### config.mk
export PLATFORM = sky130hd
export DESIGN_NAME = low_power_port_clock_gating
export DESIGN_NICKNAME = d
export VERILOG_FILES = /design/src/port_gate_pkg.sv /design/src/port_gate_if.sv /design/src/port_gate_select.sv /design/src/low_power_port_clock_gating.sv
export SDC_FILE = /design/constraint.sdc
export NUM_CORES = 1
export LEC_CHECK = 0
export BUFFER_PORTS_ARGS = -buffer_cell sky130_fd_sc_hd__buf_4
export CELL_PAD_IN_SITES_DETAIL_PLACEMENT = 1
export CELL_PAD_IN_SITES_GLOBAL_PLACEMENT = 1
export CORE_UTILIZATION = 41
export CTS_BUF_LIST = sky130_fd_sc_hd__clkbuf_8
export CTS_CLUSTER_DIAMETER = 150
export DETAILED_ROUTE_END_ITERATION = 16
export GPL_ROUTABILITY_DRIVEN = 1
export GPL_TIMING_DRIVEN = 0
export PLACE_DENSITY = 0.95
export SYNTH_ARGS = -nofsm -noshare
export SYNTH_HDL_FRONTEND = slang
export SYNTH_SLANG_ARGS = --single-unit
### constraint.sdc
create_clock -name clock -period 5.8 [get_ports clock]
set_input_delay 0.87 -clock clock [delete_from_list [all_inputs] [get_ports clock]]
set_output_delay 0.87 -clock clock [all_outputs]
set_load 0.1 [all_outputs]
### src/port_gate_pkg.sv
package port_gate_pkg;

    // ------------------------------------------------------------
    // Sizes
    // ------------------------------------------------------------
    localparam int unsigned PORT_COUNT = 8;
    localparam int unsigned ADDR_WIDTH = 12;
    localparam int unsigned DATA_WIDTH = 32;

    // ------------------------------------------------------------
    // Register byte offsets
    // ------------------------------------------------------------
    localparam logic [11:0] RUN_GATE_OFFSET = 12'h108;
    localparam logic [11:0] SLEEP_GATE_OFFSET = 12'h118;
    localparam logic [11:0] DEEP_GATE_OFFSET = 12'h128;
    localparam logic [11:0] CLOCK_CONFIG_OFFSET = 12'h130;
    localparam logic [11:0] IRQ_STATUS_OFFSET = 12'h140;
    localparam logic [11:0] IRQ_MASK_OFFSET = 12'h144;

    // ------------------------------------------------------------
    // Field positions and values after reset
    // ------------------------------------------------------------
    localparam int unsigned AUTO_GATING_POS = 0;
    localparam logic [7:0] GATE_RESET = 8'h00;
    localparam logic [7:0] MASK_RESET = 8'h00;
    localparam logic [7:0] STATUS_RESET = 8'h00;
    localparam logic AUTO_GATING_RESET = 1'b0;

    // ------------------------------------------------------------
    // Power states reported by the power controller
    // ------------------------------------------------------------
    typedef enum logic [1:0] {
        POWER_RUN,
        POWER_SLEEP,
        POWER_DEEP
    } power_state_t;

    // Aligned register address match
    function automatic logic reg_hit(input logic [11:0] addr, input logic [11:0] offset);
        reg_hit = (addr == offset);
    endfunction : reg_hit

endpackage : port_gate_pkg

### src/port_gate_if.sv
`timescale 1ns/1ps
interface port_gate_if;
    import port_gate_pkg::*;

    logic [PORT_COUNT-1:0] run_gate;
    logic [PORT_COUNT-1:0] sleep_gate;
    logic [PORT_COUNT-1:0] deep_gate;
    logic auto_gating_select;
    power_state_t power_state;
    logic [PORT_COUNT-1:0] gate_select;

    modport regs (
        output run_gate,
        output sleep_gate,
        output deep_gate,
        output auto_gating_select,
        output power_state,
        input gate_select
    );

    modport select (
        input run_gate,
        input sleep_gate,
        input deep_gate,
        input auto_gating_select,
        input power_state,
        output gate_select
    );

endinterface : port_gate_if

### src/port_gate_select.sv
`timescale 1ns/1ps
module port_gate_select (
    // Register and state view
    port_gate_if.select bus
);
    import port_gate_pkg::*;

    // ------------------------------------------------------------
    // Per-port enable choice
    // ------------------------------------------------------------
    // per-state register, gating bit
    wire use_sleep = bus.auto_gating_select && (bus.power_state == POWER_SLEEP);
    wire use_deep = bus.auto_gating_select && (bus.power_state == POWER_DEEP);

    for (genvar i = 0; i < PORT_COUNT; i++) begin : g_port
        assign bus.gate_select[i] = use_deep ? bus.deep_gate[i] :
                                    use_sleep ? bus.sleep_gate[i] : bus.run_gate[i];
    end

endmodule : port_gate_select

### src/low_power_port_clock_gating.sv
// Summary of operation
// - A port whose enable bit in the governing gating register is one gets its clock, else none.
// - A bus access aimed at a port whose clock is off is answered with a bus fault.
// - After reset every port enable bit of both low-power gating registers is zero.
// - Run, light sleep and deep sleep each use their own gating register.
// - The low-power registers govern only while the automatic gating bit is set.
// - Bits 31 to 8 of each low-power gating register read zero and ignore writes.
// - Bits 7 to 0 are read/write enables for ports H down to A in both registers.
//
// Register access over APB is this design's own decision.
`timescale 1ns/1ps
module low_power_port_clock_gating (
    // Clock and reset
    input wire logic clock,
    input wire logic sys_rst,
    // APB slave
    input wire logic psel,
    input wire logic penable,
    input wire logic pwrite,
    input wire logic [port_gate_pkg::ADDR_WIDTH-1:0] paddr,
    input wire logic [port_gate_pkg::DATA_WIDTH-1:0] pwdata,
    output logic [port_gate_pkg::DATA_WIDTH-1:0] prdata,
    output logic pready,
    output logic pslverr,
    // Power controller
    input wire port_gate_pkg::power_state_t power_state,
    // Port bus accesses
    input wire logic port_access,
    input wire logic [2:0] port_index,
    output logic port_bus_fault,
    // Port clock enables, bit 7 port H down to bit 0 port A
    output logic [port_gate_pkg::PORT_COUNT-1:0] port_clock_enable,
    // Interrupt
    output logic irq
);
    import port_gate_pkg::*;

    // ------------------------------------------------------------
    // State
    // ------------------------------------------------------------
    logic [PORT_COUNT-1:0] run_gate_q;
    logic [PORT_COUNT-1:0] sleep_gate_q;
    logic [PORT_COUNT-1:0] deep_gate_q;
    logic auto_gating_q;
    logic [PORT_COUNT-1:0] status_q;
    logic [PORT_COUNT-1:0] status_d;
    logic [PORT_COUNT-1:0] mask_q;
    logic [PORT_COUNT-1:0] gate_en_q;
    logic fault_q;
    logic irq_q;
    logic pready_q;
    logic pslverr_q;
    logic [DATA_WIDTH-1:0] prdata_q;

    // ------------------------------------------------------------
    // Enable selection
    // ------------------------------------------------------------
    port_gate_if sel_bus ();

    assign sel_bus.run_gate = run_gate_q;
    assign sel_bus.sleep_gate = sleep_gate_q;
    assign sel_bus.deep_gate = deep_gate_q;
    assign sel_bus.auto_gating_select = auto_gating_q;
    assign sel_bus.power_state = power_state;

    port_gate_select u_select (
        .bus(sel_bus)
    );

    // ------------------------------------------------------------
    // APB decode
    // ------------------------------------------------------------
    wire setup_phase = psel && !penable;
    wire write_en = psel && penable && pready_q && pwrite;
    wire read_done = psel && penable && pready_q && !pwrite;
    wire hit_run = reg_hit(paddr, RUN_GATE_OFFSET);
    wire hit_sleep = reg_hit(paddr, SLEEP_GATE_OFFSET);
    wire hit_deep = reg_hit(paddr, DEEP_GATE_OFFSET);
    wire hit_config = reg_hit(paddr, CLOCK_CONFIG_OFFSET);
    wire hit_status = reg_hit(paddr, IRQ_STATUS_OFFSET);
    wire hit_mask = reg_hit(paddr, IRQ_MASK_OFFSET);
    wire hit_any = hit_run || hit_sleep || hit_deep || hit_config || hit_status || hit_mask;

    wire [DATA_WIDTH-1:0] read_word =
        hit_run ? {24'h000000, run_gate_q} :
        hit_sleep ? {24'h000000, sleep_gate_q} :
        hit_deep ? {24'h000000, deep_gate_q} :
        hit_config ? {31'h00000000, auto_gating_q} :
        hit_status ? {24'h000000, status_q} :
        hit_mask ? {24'h000000, mask_q} : 32'h00000000;

    // ------------------------------------------------------------
    // APB answer, no wait states
    // ------------------------------------------------------------
    always_ff @(posedge clock) begin
        if (sys_rst) begin
            pready_q <= 1'b0;
            pslverr_q <= 1'b0;
            prdata_q <= 32'h00000000;
        end else begin
            pready_q <= setup_phase;
            pslverr_q <= setup_phase && !hit_any;
            prdata_q <= setup_phase && !pwrite ? read_word : 32'h00000000;
        end
    end

    // ------------------------------------------------------------
    // Gating registers
    // ------------------------------------------------------------
    always_ff @(posedge clock) begin
        if (sys_rst) begin
            run_gate_q <= GATE_RESET;
            sleep_gate_q <= GATE_RESET;
            deep_gate_q <= GATE_RESET;
            auto_gating_q <= AUTO_GATING_RESET;
            mask_q <= MASK_RESET;
        end else if (write_en) begin
            if (hit_run) begin
                run_gate_q <= pwdata[7:0];
            end
            if (hit_sleep) begin
                sleep_gate_q <= pwdata[7:0];
            end
            if (hit_deep) begin
                deep_gate_q <= pwdata[7:0];
            end
            if (hit_config) begin
                auto_gating_q <= pwdata[AUTO_GATING_POS];
            end
            if (hit_mask) begin
                mask_q <= pwdata[7:0];
            end
        end
    end

    // ------------------------------------------------------------
    // Port clock enables and fault answer
    // ------------------------------------------------------------
    always_ff @(posedge clock) begin
        if (sys_rst) begin
            gate_en_q <= GATE_RESET;
            fault_q <= 1'b0;
        end else begin
            gate_en_q <= sel_bus.gate_select;
            fault_q <= port_access && !gate_en_q[port_index];
        end
    end

    // ------------------------------------------------------------
    // Fault status and interrupt
    // ------------------------------------------------------------
    wire [PORT_COUNT-1:0] fault_set =
        port_access ? (~gate_en_q & (8'h01 << port_index)) : 8'h00;
    // Clear only the bits that the read returned; a fault that lands during setup stays pending
    wire [PORT_COUNT-1:0] status_clr =
        (read_done && hit_status) ? prdata_q[PORT_COUNT-1:0] : 8'h00;

    // Set beats a clearing read in the same cycle
    assign status_d = (status_q & ~status_clr) | fault_set;

    always_ff @(posedge clock) begin
        if (sys_rst) begin
            status_q <= STATUS_RESET;
            irq_q <= 1'b0;
        end else begin
            status_q <= status_d;
            irq_q <= |(status_d & mask_q);
        end
    end

    assign prdata = prdata_q;
    assign pready = pready_q;
    assign pslverr = pslverr_q;
    assign port_bus_fault = fault_q;
    assign port_clock_enable = gate_en_q;
    assign irq = irq_q;
endmodule : low_power_port_clock_gating

# ---- Word-level counts from Yosys, hierarchy flattened
# Cells that the tools add are included.
dict set report word_totals {
  ff_bits 85
  inputBits 55
  output_inout_bits 44
  elab_cells 84
}
dict set report op_classes {
  order_cmp 1
  n_eq_ne 8
  shift 1
  mux 26
  n_bitwise 7
  n_reduce_logical 28
}
# cell n
set op_table {}
lappend op_table {{$eq 12x9->1 const B} 6}
lappend op_table {{$mux 8} 8}
lappend op_table {{$and 8x8->8} 3}
lappend op_table {{$mux 1} 17}
lappend op_table {{$not 8->8} 2}
lappend op_table {{$logic_and 1x1->1} 11}
lappend op_table {{$reduce_and 2->1} 5}
lappend op_table {{$or 8x8->8} 1}
lappend op_table {{$reduce_or 8->1} 1}
lappend op_table {{$shl 1x3->8 const A} 1}
lappend op_table {{$reduce_or 7->1} 1}
lappend op_table {{$logic_or 1x1->1} 5}
lappend op_table {{$logic_not 1->1} 4}
lappend op_table {{$lt 3x4->1 const B} 1}
lappend op_table {{$bmux 1 s3} 1}
lappend op_table {{$eq 2x1->1 const B} 1}
lappend op_table {{$eq 2x2->1 const B} 1}
lappend op_table {{$reduce_or 2->1} 1}
lappend op_table {{$not 1->1} 1}

# ---- Longest topological paths before layout
dict set report depth {
  depth_word 10
  mapped_depth 7
  depth_no_buf 6
}

# ---- Hierarchy
# Synthesis repeated with hierarchy kept, for this count alone.
dict set report hier_totals {
  hier_cells 395
  area_unflattened_um2 3330.7
}
# mod n_inst cells_each area_each_um2 seq_area_each_um2
set modules_own_cells {}
lappend modules_own_cells {low_power_port_clock_gating 1 346 2986.6 1221.2}
lappend modules_own_cells {port_gate_select 1 49 344.1 0.0}

# ---- Least setup slack after synthesis
# OpenSTA, ideal clock, no wires.
dict set report synth_path {
  kind {input-to-reg}
  startpoint {input port paddr[1] (netlist bit)}
  endpoint {register sleep_gate_q[2], in the netlist sel_bus.sleep_gate[2]}
  setup_ns 0.128
  arrival_time_ns 2.301
  t_required_ns 5.672
  slack_ns 3.371
  stages 7
  n_path_buf 1
  path_cell_list {nor4b_4 nand4_4 nor3b_4 nor2b_2 buf_6 mux2i_1 nor2_1}
}
dict set report synth_between {
  elab_chain_len 2
}
# item line_no
set synth_lines {}
lappend synth_lines {{from (decl)} low_power_port_clock_gating.sv:20} ;# input wire logic [port_gate_pkg::ADDR_WIDTH-1:0] paddr,
lappend synth_lines {{$eq 12x9->1} port_gate_pkg.sv:40} ;# reg_hit = (addr == offset);
lappend synth_lines {{$reduce_and 2->1 (no line)} --}
lappend synth_lines {{to (signal assigned)} low_power_port_clock_gating.sv:122} ;# sleep_gate_q <= pwdata[7:0];
lappend synth_lines {{to (decl)} low_power_port_clock_gating.sv:42} ;# logic [PORT_COUNT-1:0] sleep_gate_q;
# Every way passes these cells.
# A chain may end at the register's enable or synchronous reset.

# ---- Worst setup path after layout
dict set report layout_path {
  startpoint {input port paddr[2] (netlist bit)}
  endpoint {register sleep_gate_q[7], in the netlist sel_bus.sleep_gate[7]}
}
# The elaborated chain is that of the path after synthesis.

==> qor.yml <==
global_route:
  grt_pass1_wl_um: 16000
  grt.overflow.total: 0
  grt_max_degree: 11
  grt_pass1_vias: 2907
  grt_usage: 0.287
  antenna_found_initial: 0
logic_synthesis:
  synth.cell_area_um2: 3000
  async_reset_ff_frac: 0
  yosysTopAreaCell: "dfxtp_1"
  yosys-top-cells-area: "dfxtp_1 41%, mux2i_1 16%, nor2_1 7.1%, buf_4 6.0%, o21ai_0 2.5%"
  synth_warnings: 0
  avgSynthCellArea_um2: 9.49
  ys_ff_latch: 61
  synth-edff-count: 0
  ys_seq_area_frac: 0.407
  synthCells: 316
  yosysUniqueCellTypes: 49
  synth_flop_cell: "dfxtp_1"
  synth_top_area_frac: 0.407
clocking:
  clockRootBuffer: "clkbuf_8"
  cts_tree: "done"
  postCtsSetupBuffers: 0
  numCtsBuffers: 9
  htreeDepth: 3
  cts_resized: 0
  clock_latency_ns: 0.35
  clock-sinks: 61
  hold_buffers: 0
  clk_path_buf_depth: 2
  path_clk_slew_ns: 0.07
critical_path:
  crit_fanout: 10
  start_kind: "primary input"
  cp.required_ns: 6.00
  arrival_ns: 2.90
  crit_type: "in2reg"
  reg2reg_depth: 7
  endpoint_kind: "register"
routing:
  vias: 2793
  drt_iter0_drc: 202
  detail-route-antenna-nets: 0
  totalWireLength_um: 10300
  route.detailed.drc: 0
  wl_per_cell_um: 20.6
  post_drt_via_cell_ratio: 5.59
  firstDrtPassIters: 5
sta:
  fin_setup_tns_ns: 0
  tightest_slew_ns: 0.733
  slew_viol_final: 0
  finClkSkew_ns: 0.0182
  min_period_ns: 2.70
  hold_violations: 0
  max_freq_mhz: 370
  slew_headroom: 0.512
  period_share: 0.466
  grt_setup_unrepaired: "false"
  worst_slack_ns: 3.10
  setup_violations: 0
place:
  place_ws_ns: 2.79
  io_buffers: 49
  routabilityCongestion: 0.851
  dp_hpwl_um: 7000
die:
  die_area_um2: 7660
  die_height_um: 87.5
  initial_utilization: 0.432
  io-pin-count: 99
  die_w_um: 87.5
  coreArea_um2: 6940
  num_rows: 30
power_and_ir_drop:
  p_seq_frac: 0.422
  power_switching_uw: 285
  power_mw: 1.01
  comb_power_share: 0.146
  vdd_drop_max_v: 0.000159
  power_density_nw_per_um2: 265
  switching_share: 0.283
  p_int_uw: 722
  clkPwrFrac: 0.432
  power_leakage_nw: 1.57
final_layout:
  layout_common_cells: "73 x buf_4, 61 x dfxtp_1, 57 x nor2_1"
  fill_cells: 802
  drive_gt1_frac: 0.265
  nNetsFinal: 454
  area_growth_syn_to_layout_pct: 26.7
  finish.utilization: 0.547
  layout_commonest_cell: "buf_4"
  insertedDiodeCount: 0
run_status:
  status: "complete, no violations"
worst_hold_path:
  hold_class: "reg2reg"
  hold_path_depth: 2
run:
  maxCapViolations: 0
-- cells in the mapped netlist (all sizes together) (2+ instances only) --
master and count:
a21boi 2, clkbuf 10, a21oi 7, mux4 2
nand2 7, nand2b 5, dfxtp 61, o21a 2
a22oi 4, nor2b 5, a211oi 8, nand3b 3
mux2i 48, o21ai 16, or3 3, nor2 59
a221oi 5, buf 28, nor3b 5, nand4 2
nor3 8, nor4b 2, nor4 2, nand3 7
mux2 2
-- critical path, cell delays in order --
cell and delay, ns:
buf_4 0.11, nor3_1 0.44, nand4_4 0.21, nor3b_4 0.52, nor2b_2 0.25, buf_6 0.17
mux2i_1 0.24, nor2_1 0.07
-- state kept, by name, indices dropped and copies added, names as in the netlist --
| register | cells |
|---|---|
| mask_q | 8 |
| status_q | 8 |
| sel_bus.sleep_gate | 8 |
| port_clock_enable | 8 |
| port_bus_fault | 1 |
| auto_gating_q | 1 |
| irq | 1 |
| deep_gate_q | 8 |
| pready | 1 |
| prdata | 8 |
| pslverr | 1 |
| run_gate_q | 8 |
-- area by class of cell --
cell class / instances / area (um2) / share of cell area
multi-input combinational: 239 / 1610 / 0.424
sequential: 61 / 1220 / 0.321
timing repair buffer: 49 / 368 / 0.0968
buffer: 38 / 250 / 0.0659
clock buffer: 11 / 151 / 0.0399
tap: 96 / 120 / 0.0316
clock inverter: 5 / 73.8 / 0.0194
inverter: 1 / 3.75 / 0.000988
-- path summary, 6_finish.rpt --
path,startpoint,to,slack (ns)
setup reg to reg,pready,irq,3.60
hold reg to reg,status_q[0],status_q[0],0.54
setup / recovery,paddr[2],sel_bus.sleep_gate[7],3.10
hold / removal,status_q[0],status_q[0],0.54
-- per-stage QoR --
stage	hold WS [ns]	instance area, um2	std cells
2_1_floorplan	0.471	3090	339
3_3_place_gp	0.491	3570	484
3_5_place_dp	0.520	3570	484
4_1_cts	0.534	3800	500
5_1_grt	0.556	3800	500
6_report	0.538	3800	500
-- cell families (layout without fill, tap and decap cells) --
| logic type | count (synthesis) | count (layout) | share of synthesized area |
|---|---|---|---|
| simple gates | 112 | 112 | 0.209 |
| flops | 61 | 61 | 0.407 |
| mux | 52 | 52 | 0.183 |
| compound gates | 51 | 51 | 0.115 |
| buf+inv | 39 | 104 | 0.0847 |
| other cells | 1 | 24 | 0.00125 |
-- power by group through the flow --
| stage | sequential [mW] | clock [mW] | combinational, mW |
|---|---|---|---|
| global placement | 0.433 | 0 | 0.141 |
| finish | 0.425 | 0.435 | 0.147 |
| CTS | 0.424 | 0.436 | 0.145 |
| floorplan | 0.440 | 0 | 0.103 |
| global route | 0.425 | 0.454 | 0.153 |
| detailed placement | 0.434 | 0 | 0.144 |
-- routing by layer --
metal | GRT usage | wire, um | vias to the layer above
met3 | 0.0607 | 581 | 43
met2 | 0.497 | 5090 | 147
met1 | 0.337 | 4230 | 1352
li1 | - | - | 1251
met5 | 0 | 0 | -
met4 | 0.139 | 416 | 0
Power figures use the tool's default switching activity.
